`src/design/mqf_cfg.svh`:
```
/*
  Constants of the multi-queue flag block: widths, depths, field positions, reset values.
  Assumes it is included by bare name by the package and the design modules.
*/
// Notes on behaviour
// - Full state kept per queue; the flag shows only the write-selected queue.
// - Write select taken on strobe edge; flag shows new queue one cycle later.
// - Writes to a newly selected queue are refused until the second edge after.
// - Every full flag change happens on a rising clock edge.
// - Reads update a queue's full state even when not write-selected.
// - Full flag output released automatically when none of our queues is selected.
// - Full flag driven only when select bits 4..2 equal the device id.
// - Selections within this device keep driving, flag follows each queue.
// - Valid flag updates on the same edge that loads the output word.
// - Empty state kept per queue; only the read-selected queue drives validity.
// - After the last word, valid flag goes invalid on the next enabled read.
// - New read queue word and its flag appear two edges after selection.
// - Every valid flag change happens on a rising clock edge.
// - Writes mark a queue not-empty even when not read-selected.
// - Select buses are five bits: two pick a queue; three pick a device on the write bus only.
// - Full flag high when not full; valid flag low when word valid.
`ifndef MQF_CFG_SVH
`define MQF_CFG_SVH

`define MQF_DATA_W     36
`define MQF_NQ         4
`define MQF_QSEL_W     2
`define MQF_SEL_W      5
`define MQF_ID_W       3
`define MQF_ID_LSB     2
`define MQF_ID_MSB     4
`define MQF_QSEL_MSB   1
`define MQF_DEPTH      16
`define MQF_PTR_W      4
`define MQF_CNT_W      5
`define MQF_BUF_W      38
`define MQF_FLAG_RST   1'b1
`define MQF_MATCH_RST  1'b0
`define MQF_WORD_RST   36'h0_0000_0000
`define MQF_CNT_ONE    5'h01
`define MQF_CNT_ZERO   5'h00
`define MQF_PTR_ONE    4'h1
`define MQF_PTR_ZERO   4'h0
`define MQF_QSEL_ZERO  2'h0

`endif

```
`src/design/mqf_pkg.sv`:
```
/*
  Types shared by the multi-queue flag block.
  Assumes the constants header is on the include path.
*/
`include "mqf_cfg.svh"

package mqf_pkg;

  typedef logic [`MQF_DATA_W-1:0] mqf_word_t;
  typedef logic [`MQF_CNT_W-1:0]  mqf_cnt_t;
  typedef logic [`MQF_PTR_W-1:0]  mqf_ptr_t;
  typedef logic [`MQF_QSEL_W-1:0] mqf_qsel_t;

  // Write-port selection phase: settling blocks writes for one cycle.
  typedef enum logic [0:0] {
    MQF_WS_OPEN   = 1'b0,
    MQF_WS_SETTLE = 1'b1
  } mqf_wsel_t;

endpackage : mqf_pkg

```
`src/design/mqf_skid.sv`:
```
/*
  Two-entry buffer with valid and ready on both sides.
  Assumes one clock and a synchronous active-high reset.
*/
`timescale 1ns/1ps
`include "mqf_cfg.svh"

module mqf_skid #(
  parameter int W = `MQF_BUF_W
) (
  // Clock and reset
  input  wire logic         i_clk,
  input  wire logic         i_rst,
  // Filling side
  input  wire logic         i_valid,
  output logic              o_ready,
  input  wire logic [W-1:0] i_data,
  // Draining side
  output logic              o_valid,
  input  wire logic         i_ready,
  output logic [W-1:0]      o_data
);

  logic [W-1:0] mem_r [2];
  logic         wr_idx_r;
  logic         rd_idx_r;
  logic [1:0]   fill_r;
  logic         push;
  logic         pop;

  assign o_ready = (fill_r != 2'h2);
  assign o_valid = (fill_r != 2'h0);
  assign o_data  = mem_r[rd_idx_r];
  assign push    = i_valid & o_ready;
  assign pop     = o_valid & i_ready;

  always_ff @(posedge i_clk) begin
    if (push) begin
      mem_r[wr_idx_r] <= i_data;
    end
  end

  always_ff @(posedge i_clk) begin
    if (i_rst) begin
      wr_idx_r <= 1'b0;
      rd_idx_r <= 1'b0;
      fill_r   <= 2'h0;
    end else begin
      if (push) begin
        wr_idx_r <= ~wr_idx_r;
      end
      if (pop) begin
        rd_idx_r <= ~rd_idx_r;
      end
      case ({push, pop})
        2'b10:   fill_r <= fill_r + 2'h1;
        2'b01:   fill_r <= fill_r - 2'h1;
        default: fill_r <= fill_r;
      endcase
    end
  end

endmodule // mqf_skid

```
`src/design/mqf_top.sv`:
```
/*
  Multi-queue store with the active-queue full flag on the write port and the
  output-valid flag on the read port, four queues, first-word-fall-through output.
  Assumes both ports share one clock and all inputs are synchronous to it.
*/
`timescale 1ns/1ps
`include "mqf_cfg.svh"

module mqf_top (
  // Clock and reset
  input  wire logic                   I_CLK,
  input  wire logic                   I_SYS_RST,
  // Write port
  input  wire logic [`MQF_SEL_W-1:0]  I_WRITE_QUEUE_SELECT_BUS,
  input  wire logic                   I_WRITE_SELECT_STROBE,
  input  wire logic                   I_WRITE_ENABLE_N,
  input  wire logic [`MQF_DATA_W-1:0] I_WRITE_DATA,
  output logic                        O_WRITE_READY,
  // Device identity straps
  input  wire logic                   I_DEVICE_ID_BIT0,
  input  wire logic                   I_DEVICE_ID_BIT1,
  input  wire logic                   I_DEVICE_ID_BIT2,
  // Shared full flag, three-state pin
  output logic                        O_ACTIVE_QUEUE_FULL_FLAG_N,
  output logic                        O_ACTIVE_QUEUE_FULL_FLAG_OE,
  // Read port
  input  wire logic [`MQF_SEL_W-1:0]  I_READ_QUEUE_SELECT_BUS,
  input  wire logic                   I_READ_SELECT_STROBE,
  input  wire logic                   I_READ_ENABLE_N,
  output logic [`MQF_DATA_W-1:0]      O_READ_DATA_OUT,
  output logic                        O_OUTPUT_VALID_FLAG_N
);

  // ----------------------------------------------------------------------------
  // Declarations
  // ----------------------------------------------------------------------------
  mqf_pkg::mqf_word_t mem_r [`MQF_NQ][`MQF_DEPTH];
  mqf_pkg::mqf_ptr_t  wptr_r [`MQF_NQ];
  mqf_pkg::mqf_ptr_t  rptr_r [`MQF_NQ];
  mqf_pkg::mqf_cnt_t  cnt_r [`MQF_NQ];
  mqf_pkg::mqf_cnt_t  cnt_nxt [`MQF_NQ];

  mqf_pkg::mqf_qsel_t wr_q_r;
  logic               wr_match_r;
  mqf_pkg::mqf_wsel_t ws_r;
  logic               ff_n_r;
  logic [`MQF_ID_W-1:0] dev_id;
  logic               wr_take;
  logic               buf_in_ready;
  logic               buf_valid;
  logic               drain;
  logic [`MQF_BUF_W-1:0] buf_data;
  mqf_pkg::mqf_qsel_t drain_q;
  logic               act_full;

  mqf_pkg::mqf_qsel_t rd_sel_r;
  mqf_pkg::mqf_qsel_t rd_act_r;
  logic               rd_stb_d_r;
  logic               rd_sw_r;
  logic               ov_n_r;
  mqf_pkg::mqf_word_t rd_data_r;
  logic               load;
  logic               pop;
  logic [`MQF_NQ-1:0] push_v;
  logic [`MQF_NQ-1:0] pop_v;

  function automatic logic q_full(input mqf_pkg::mqf_cnt_t c);
    q_full = (c == `MQF_CNT_W'(`MQF_DEPTH));
  endfunction

  function automatic logic q_empty(input mqf_pkg::mqf_cnt_t c);
    q_empty = (c == `MQF_CNT_ZERO);
  endfunction

  // ----------------------------------------------------------------------------
  // Write-port queue selection
  // ----------------------------------------------------------------------------
  assign dev_id = {I_DEVICE_ID_BIT2, I_DEVICE_ID_BIT1, I_DEVICE_ID_BIT0};

  always_ff @(posedge I_CLK) begin
    if (I_SYS_RST) begin
      wr_q_r     <= `MQF_QSEL_ZERO;
      wr_match_r <= `MQF_MATCH_RST;
      ws_r       <= mqf_pkg::MQF_WS_OPEN;
    end else if (I_WRITE_SELECT_STROBE) begin
      wr_q_r     <= I_WRITE_QUEUE_SELECT_BUS[`MQF_QSEL_MSB:0];
      // A match keeps this device on the shared flag across its own queues.
      wr_match_r <= (I_WRITE_QUEUE_SELECT_BUS[`MQF_ID_MSB:`MQF_ID_LSB] == dev_id);
      ws_r       <= mqf_pkg::MQF_WS_SETTLE;
    end else begin
      ws_r       <= mqf_pkg::MQF_WS_OPEN;
    end
  end

  // ----------------------------------------------------------------------------
  // Write acceptance and buffer towards the queues
  // ----------------------------------------------------------------------------
  // A write is taken only outside the settle cycle and only for our own device.
  assign wr_take = ~I_WRITE_ENABLE_N & (ws_r == mqf_pkg::MQF_WS_OPEN) & wr_match_r
                   & buf_in_ready;
  assign O_WRITE_READY = buf_in_ready;

  mqf_skid #(
    .W (`MQF_BUF_W)
  ) u_wbuf (
    .i_clk   (I_CLK),
    .i_rst   (I_SYS_RST),
    .i_valid (wr_take),
    .o_ready (buf_in_ready),
    .i_data  ({wr_q_r, I_WRITE_DATA}),
    .o_valid (buf_valid),
    .i_ready (drain),
    .o_data  (buf_data)
  );

  assign drain_q = buf_data[`MQF_BUF_W-1:`MQF_DATA_W];
  // A full queue holds the word in the buffer, which back-pressures the port.
  assign drain   = buf_valid & ~q_full(cnt_r[drain_q]);

  // ----------------------------------------------------------------------------
  // Per-queue storage and occupancy
  // ----------------------------------------------------------------------------
  always_comb begin
    for (int q = 0; q < `MQF_NQ; q++) begin
      push_v[q] = drain & (drain_q == `MQF_QSEL_W'(q));
      pop_v[q]  = pop & (rd_act_r == `MQF_QSEL_W'(q));
      cnt_nxt[q] = cnt_r[q];
      if (push_v[q] & ~pop_v[q]) begin
        cnt_nxt[q] = cnt_r[q] + `MQF_CNT_ONE;
      end else if (pop_v[q] & ~push_v[q]) begin
        cnt_nxt[q] = cnt_r[q] - `MQF_CNT_ONE;
      end
    end
  end

  always_ff @(posedge I_CLK) begin
    if (I_SYS_RST) begin
      for (int q = 0; q < `MQF_NQ; q++) begin
        cnt_r[q]  <= `MQF_CNT_ZERO;
        wptr_r[q] <= `MQF_PTR_ZERO;
        rptr_r[q] <= `MQF_PTR_ZERO;
      end
    end else begin
      for (int q = 0; q < `MQF_NQ; q++) begin
        cnt_r[q] <= cnt_nxt[q];
        if (push_v[q]) begin
          wptr_r[q] <= wptr_r[q] + `MQF_PTR_ONE;
        end
        if (pop_v[q]) begin
          rptr_r[q] <= rptr_r[q] + `MQF_PTR_ONE;
        end
      end
    end
  end

  always_ff @(posedge I_CLK) begin
    if (drain) begin
      mem_r[drain_q][wptr_r[drain_q]] <= buf_data[`MQF_DATA_W-1:0];
    end
  end

  // ----------------------------------------------------------------------------
  // Active-queue full flag
  // ----------------------------------------------------------------------------
  assign act_full = q_full(cnt_r[wr_q_r]);

  // The selected queue updates at the strobe edge, so the flag follows one edge later.
  always_ff @(posedge I_CLK) begin
    if (I_SYS_RST) begin
      ff_n_r <= `MQF_FLAG_RST;
    end else begin
      ff_n_r <= ~act_full;
    end
  end

  assign O_ACTIVE_QUEUE_FULL_FLAG_N  = ff_n_r;
  assign O_ACTIVE_QUEUE_FULL_FLAG_OE = wr_match_r;

  // ----------------------------------------------------------------------------
  // Read-port selection pipeline
  // ----------------------------------------------------------------------------
  always_ff @(posedge I_CLK) begin
    if (I_SYS_RST) begin
      rd_sel_r   <= `MQF_QSEL_ZERO;
      rd_act_r   <= `MQF_QSEL_ZERO;
      rd_stb_d_r <= 1'b0;
      rd_sw_r    <= 1'b0;
    end else begin
      if (I_READ_SELECT_STROBE) begin
        rd_sel_r <= I_READ_QUEUE_SELECT_BUS[`MQF_QSEL_MSB:0];
      end
      // Two stages so the old queue keeps feeding the output meanwhile.
      rd_stb_d_r <= I_READ_SELECT_STROBE;
      rd_act_r   <= rd_sel_r;
      rd_sw_r    <= rd_stb_d_r;
    end
  end

  // ----------------------------------------------------------------------------
  // Output register and valid flag
  // ----------------------------------------------------------------------------
  // The register refills when empty, when read, or to show a newly switched queue.
  assign load = ov_n_r | ~I_READ_ENABLE_N | rd_sw_r;
  assign pop  = load & ~q_empty(cnt_r[rd_act_r]);

  always_ff @(posedge I_CLK) begin
    if (I_SYS_RST) begin
      ov_n_r    <= `MQF_FLAG_RST;
      rd_data_r <= `MQF_WORD_RST;
    end else begin
      if (pop) begin
        rd_data_r <= mem_r[rd_act_r][rptr_r[rd_act_r]];
      end
      if (load) begin
        ov_n_r <= ~pop;
      end
    end
  end

  assign O_READ_DATA_OUT       = rd_data_r;
  assign O_OUTPUT_VALID_FLAG_N = ov_n_r;
endmodule // mqf_top

```
`config.mk`:
```
export PLATFORM = sky130hd
export DESIGN_NAME = mqf_top
export DESIGN_NICKNAME = d
export VERILOG_FILES = /design/src/design/mqf_pkg.sv /design/src/design/mqf_skid.sv /design/src/design/mqf_top.sv
export VERILOG_INCLUDE_DIRS = /design/src /design/src/design
export SDC_FILE = /design/constraint.sdc
export NUM_CORES = 2
export LEC_CHECK = 0
export CAP_MARGIN = 40
export CELL_PAD_IN_SITES_DETAIL_PLACEMENT = 1
export CELL_PAD_IN_SITES_GLOBAL_PLACEMENT = 2
export CORE_UTILIZATION = 35
export DETAILED_ROUTE_END_ITERATION = 10
export DONT_BUFFER_PORTS = 1
export PLACE_DENSITY_LB_ADDON = 0.25
export RECOVER_POWER = 25
export SETUP_SLACK_MARGIN = 0.5
export SLEW_MARGIN = 30
export SYNTH_ARGS = -nofsm -noshare
export SYNTH_HDL_FRONTEND = slang
export SYNTH_SLANG_ARGS = --single-unit
```
`constraint.sdc`:
```
create_clock -name I_CLK -period 4.8 [get_ports I_CLK]
set_clock_uncertainty 0.2 [all_clocks]
set_input_delay 0.96 -clock I_CLK [delete_from_list [all_inputs] [get_ports I_CLK]]
set_output_delay 0.96 -clock I_CLK [all_outputs]
set_load 0.01 [all_outputs]
```
=== Word level (Yosys, flattened, before mapping) ===
Memory sizes are Yosys's and may differ from the RTL's. A register that Yosys moved wholly into a read port is not among the register bits.
Index checks and enable logic that the tools add are counted.

* Bits in registers: 52
* Bits in writable memories: 2432
* Input port bits: 55
* Output and inout bits: 40
* Logic and storage cells: 178
* Memories: 5

{| class="wikitable"
|+ Memories
! name !! depth !! width !! rd ports !! clocked after memory_dff !! wr ports !! RTL line !! RTL
|-
| mem_r || 4 || 576 || 1 || 1 || 1 || mqf_top.sv:37 || <nowiki>mqf_pkg::mqf_word_t mem_r [`MQF_NQ][`MQF_DEPTH];</nowiki>
|-
| u_wbuf.mem_r || 2 || 38 || 1 || 1 || 1 || mqf_skid.sv:24 || <nowiki>logic [W-1:0] mem_r [2];</nowiki>
|-
| cnt_r || 4 || 5 || 7 || 2 || 4 || mqf_top.sv:40 || <nowiki>mqf_pkg::mqf_cnt_t cnt_r [`MQF_NQ];</nowiki>
|-
| rptr_r || 4 || 4 || 5 || 1 || 4 || mqf_top.sv:39 || <nowiki>mqf_pkg::mqf_ptr_t rptr_r [`MQF_NQ];</nowiki>
|-
| wptr_r || 4 || 4 || 5 || 0 || 4 || mqf_top.sv:38 || <nowiki>mqf_pkg::mqf_ptr_t wptr_r [`MQF_NQ];</nowiki>
|}

* Add/sub/neg operators: 18
* Order comparisons: 3
* Equal/unequal tests: 12
* Muxes and demuxes: 65
* Bitwise gates (word level): 56
* Reductions and logical operators: 6

{| class="wikitable"
|+ Operator list
! cell !! number
|-
| $mux W576 || 1
|-
| $bmux W36 S4 || 1
|-
| $demux W36 S4 || 1
|-
| $mux W36 || 3
|-
| $mux W5 || 12
|-
| $mux W1 || 33
|-
| $add A4 B1 Y4 const B || 8
|-
| $mux W4 || 8
|-
| $and A1 B1 Y1 || 23
|-
| $add A5 B1 Y5 const B || 4
|-
| $sub A5 B1 Y5 const B || 4
|-
| $not A1 Y1 || 17
|-
| $or A1 B1 Y1 || 14
|-
| $eq A2 B2 Y1 const B || 5
|-
| $eq A5 B5 Y1 const B || 2
|-
| $ge A5 B5 Y1 const B || 2
|-
| $mux W2 || 5
|-
| $not A4 Y5 || 2
|-
| $eq A2 B1 Y1 const B || 3
|-
| $logic_not A5 Y1 || 1
|-
| $lt A5 B1 Y1 const B || 1
|-
| $logic_not A2 Y1 || 2
|-
| $pmux W2 S2 || 1
|-
| $reduce_bool A2 Y1 || 2
|-
| other kinds (5) || 5
|}

=== Longest topological paths before layout ===
An unclocked memory read counts as a cell.

* Depth in word-level cells: 10
* Gate-level depth with buffers: 17
* Depth with buffers taken out: 14

=== Cells and area by module ===
From an unflattened synthesis, not the netlist that was laid out.

* Cells, all modules: 4462
* Area, all modules: 96422.5 um^2

{| class="wikitable"
|+ Modules (own cells, without submodules)
! module !! instances !! cells an instance !! area each (um^2) !! seq. area each (um^2)
|-
| mqf_top || 1 || 4320 || 93467.1 || 71548.6
|-
| mqf_skid || 1 || 142 || 2955.3 || 2382.3
|}

=== Worst setup path before layout ===
Ideal clock, no wire load.

* Kind: register -> register
* Start point: memory u_wbuf.mem_r[0][36] in the netlist's numbering
* End point: memory mem_r[0][100] in the netlist's numbering, enable pin
* Library setup time: 0.429 ns
* Arrival: 3.518 ns
* Data required time: 4.171 ns
* Setup slack: 0.652 ns
* Stages on the path, launching flop included: 8
* Buffers on the path: 2
* Period minus slack after synthesis: 4.148 ns
* Cells stage by stage: edfxtp_1 nor2b_4 a21oi_1 buf_4 mux4_2 or3_1 clkbuf_1 nor2_1

{| class="wikitable"
|+ RTL lines
! item !! RTL line
|-
| from (decl) || mqf_skid.sv:24
|-
| to (decl) || mqf_top.sv:37
|}

==> results by stage <==
Setup path:
- The endpoint kind of the worst setup timing path is a flip-flop.
- The setup slack of the most critical reg-to-reg path is 0.64 ns.
- Of all nets on the critical path, the largest fanout is 9.
- The setup path with the least slack is of type reg -> reg.
- Data arrives at the worst endpoint at 4.72 ns.
- STA puts the critical path data required time at 5.36 ns.
- The kind of launch point of the worst setup path is a flip-flop.

Floorplanning:
- The floorplan row count is 192.
- Measured along the x axis, the die boundary spans 526 um.
- The vertical die dimension is 526 um.
- The floorplan core area is 274000 um2.
- For this configuration, the core starts out at a cell density of 0.352.
- The I/O pin count is 95.
- The die covers 277000 um2.

GRT:
- The initial antenna violation count came to 7.
- The number of global-route vias before repair is 48400.
- Summed over all layers, the global routing overflow is 0.
- In the global route stage, overall resource usage came out at 0.179.
- The first global-routing pass estimated 355 mm of wire.
- The largest net degree at the start of global routing is 113.

Final layout:
- The finished cells cover 112000 um2.
- Relative to the synthesized area, the layout overhead comes to 15.8%.
- Counting the fill cells in the layout gives 25300.
- The fraction of layout instances using a drive strength above 1 is 0.299.
- The net count of the finished layout is 4723.

Yosys:
- Counting every instance in the synthesized netlist gives 4360.
- The share of synthesized flip-flops with an asynchronous set or reset is 0.
- Counting distinct cell types in the post-synthesis netlist gives 50.
- The synthesized area is 96300 um2.
- The flop and latch count out of synthesis is 2487.
- For this run, the number of Yosys warnings is 0.
- The commonest register cell after synthesis is sky130_fd_sc_hd__edfxtp_1.
- Dividing the synthesized area by the synthesized cell count gives 22.1 um2.
- The sequential fraction of the synthesis area is 0.768.
- The number of enable-type register cells in the synthesized netlist is 2412.
- The number of nets produced by synthesis is 4446.

Clock network:
- The maximum buffer depth of the clock tree is 4.
- In this run, CTS created clock tree buffers numbering 285.
- The CTS tree is yes.
- After clock tree synthesis, the setup repair step added 0 buffers.
- Clock-pin slew was measured on the worst setup and hold paths at 0.06 ns.
- The source-to-sink clock delay at the later pin of the worst-skew pair is 0.94 ns.
- The number of clock sinks is 2487.
- The clock tree root driver cell is sky130_fd_sc_hd__clkbuf_16.
- The total of cells resized after clock tree synthesis is 0.
- The number of H-tree levels is 5.

Routing:
- Dividing the detail-routed wire length by the instance count gives 29.5 um.
- In the routed layout, each cell is associated on average with a via count of 5.32.
- The number of antenna-violating nets in the routed design is 0.
- The routed layout has 44800 vias.
- For this block, the initial DRC count from the detailed router was 3874.
- The number of remaining DRC errors is 0.
- The first detailed-routing pass took 5 iterations.
- The routed design has 248 mm of wire.

Place:
- The count of buffers added on input and output ports is 0.
- In this run the cell area measured after placement is 102000 um2.
- The final estimated routing congestion in global placement is 0.725.
- The post-DP HPWL is 136 mm.

STA:
- The final number of hold-violating endpoints is 0.
- The top achievable clock speed is 240 MHz.
- Setup total negative slack on the finished layout was measured at 0 ns.
- The max-slew violation count was 662.
- The final period demand of the worst path is 4.16 ns.
- Setup repair after global routing left no endpoint under its margin.
- Setup violations remaining at the end of the flow were counted as 0.
- In the finished design, the share of the clock period the worst path needs comes to 0.867.
- In this run the tightest slew margin relative to its limit is -0.424.
- For the pin with the worst max-slew slack, the measured transition is 2.14 ns.

Pwr:
- The internal power is 38.5 mW.
- The share of total power dissipated in the clock network is 0.409.
- The sequential share of power is 0.480.
- Of the total power, the share spent switching nets is 0.243.
- The leakage power of the design is 33.7 nW.
- The reported net switching power is 12.4 mW.
- The largest vdd supply drop is 311 uV.
- The share of total power dissipated in combinational logic is 0.111.
- In this run the power density over the cells is 456 nW/um2.

Run:
- Max-cap violations in this run came to 15.

Status:
- The checks that failed: max-capacitance violations, max-slew violations.
- The run finished, with violations left.

Worst hold path:
- In this run the worst hold path is classified as in -> reg.
- The startpoint of the lowest-slack hold path is I_SYS_RST.
[layout by cell type, fill, tap and decap left out, drive strengths merged, types with 11 or more instances in the layout]
cell	count
mux2i	86
dlygate4sd3	45
bufinv	20
a221o	36
edfxtp	2412
nor2	180
a21oi	60
xor2	18
nand3	14
o22ai	74
mux4	582
clkinv	79
ha	27
o211ai	74
clkbuf	401
dfxtp	75
o21ai	12
or3	11
xnor2	21
inv	23
nand2	92
buf	163
mux2	253
[layout make-up]
cell class	count	area, um2	share of cell area
Antenna cell	8	20.0	0.000180
Timing Repair Buffer	232	2690	0.0241
Clock buffer	377	7760	0.0696
Sequential cell	2487	73900	0.663
Tap cell	3589	4490	0.0403
Clock inverter	107	1040	0.00929
Inverter	20	75.1	0.000673
Multi-Input combinational cell	1611	21500	0.193
[power groups by stage]
stage          Clock (mW)  Combinational [mW]  Sequential [mW]
3_3_place_gp            0                5.58             24.9
4_1_cts              21.3                5.72             24.4
2_1_floorplan           0                3.35             24.7
6_report             20.8                5.64             24.4
3_5_place_dp            0                5.66             24.9
5_1_grt              22.1                5.99             24.4
[metal layers]
metal | global-route usage | vias to the layer above | routed length, um | part of all wire
met5 | 0 | - | 0 | 0
met1 | 0.242 | 24700 | 109000 | 0.44
met4 | 0.0517 | 0 | 6210 | 0.025
met2 | 0.298 | 1007 | 122000 | 0.49
li1 | - | 18800 | - | -
met3 | 0.0299 | 358 | 11800 | 0.048
[state kept, by name, indices dropped and copies added (netlist names), 2 cells and up, named ones only]
register / count
wr_q_r: 2
rd_sel_r: 2
u_wbuf.fill_r: 2
u_wbuf.mem_r: 76
cnt_r: 20
mem_r: 2304
O_READ_DATA_OUT: 36
wptr_r: 16
rptr_r: 16
rd_act_r: 2
[worst max-delay path, cell delays in order (launching register included)]
cell	delay (ns)
sky130_fd_sc_hd__dfxtp_1	0.58
sky130_fd_sc_hd__nor2b_4	0.08
sky130_fd_sc_hd__a2bb2oi_1	0.59
sky130_fd_sc_hd__o22ai_1	0.22
sky130_fd_sc_hd__o32ai_2	0.49
sky130_fd_sc_hd__nor2_1	0.12
sky130_fd_sc_hd__ha_1	0.29
sky130_fd_sc_hd__inv_1	0.15
sky130_fd_sc_hd__ha_1	0.26
sky130_fd_sc_hd__nor2b_1	0.14
sky130_fd_sc_hd__o21a_1	0.17
sky130_fd_sc_hd__or3_1	0.30
sky130_fd_sc_hd__a21oi_1	0.19
sky130_fd_sc_hd__xnor2_1	0.14
sky130_fd_sc_hd__nor2_1	0.05
[per-stage QoR]
step	instances	hold WS, ns	utilization	power (mW)	worst slack, ns
2_1_floorplan	4360	0.214	-	28.1	0.652
3_3_place_gp	7883	0.223	0.373	30.5	0.865
3_5_place_dp	7888	0.247	0.374	30.6	0.798
4_1_cts	8418	0.0394	0.408	51.5	0.751
5_1_grt	8425	0.150	0.407	52.5	0.332
6_report	8431	0.196	0.408	50.9	0.639
[Yosys cell counts (32+ instances only)]
cell type / number / area (um2)
sky130_fd_sc_hd__a21oi_1: 60 / 300
sky130_fd_sc_hd__a221o_1: 36 / 360
sky130_fd_sc_hd__buf_1: 33 / 124
sky130_fd_sc_hd__buf_2: 71 / 355
sky130_fd_sc_hd__buf_6: 32 / 360
sky130_fd_sc_hd__clkbuf_1: 89 / 334
sky130_fd_sc_hd__dfxtp_1: 75 / 1500
sky130_fd_sc_hd__edfxtp_1: 2412 / 72400
sky130_fd_sc_hd__mux2_2: 253 / 2850
sky130_fd_sc_hd__mux2i_1: 85 / 851
sky130_fd_sc_hd__mux4_2: 582 / 13100
sky130_fd_sc_hd__nand2_1: 92 / 345
sky130_fd_sc_hd__nor2_1: 180 / 676
sky130_fd_sc_hd__o211ai_1: 74 / 556
sky130_fd_sc_hd__o22ai_1: 74 / 463
[cell families after synthesis]
| group | count (synthesis) | synth area share |
|---|---|---|
| flip-flops | 2487 | 0.768 |
| buffers and inverters | 262 | 0.0143 |
| multiplexers | 921 | 0.175 |
| AO/OA/AOI/OAI | 271 | 0.0194 |
| AND/OR/NAND/NOR | 349 | 0.0157 |
| XOR/XNOR | 39 | 0.00363 |
| adder cells (fa/ha/maj) | 31 | 0.00434 |
[timing repair]
item,4_1_cts,5_1_grt
setup endpoints to repair,0,0
hold buffers,46,0
endpoints found under the hold margin,109,0
[path summary, 6_finish.rpt]
path | end | cells after the start
max | cnt_r[0][4] | 14
min | wptr_r[2][0] | 2
max reg2reg | cnt_r[0][4] | 14
min reg2reg | rd_sw_r | 1
Note: power is estimated with default switching activity, not from simulation.
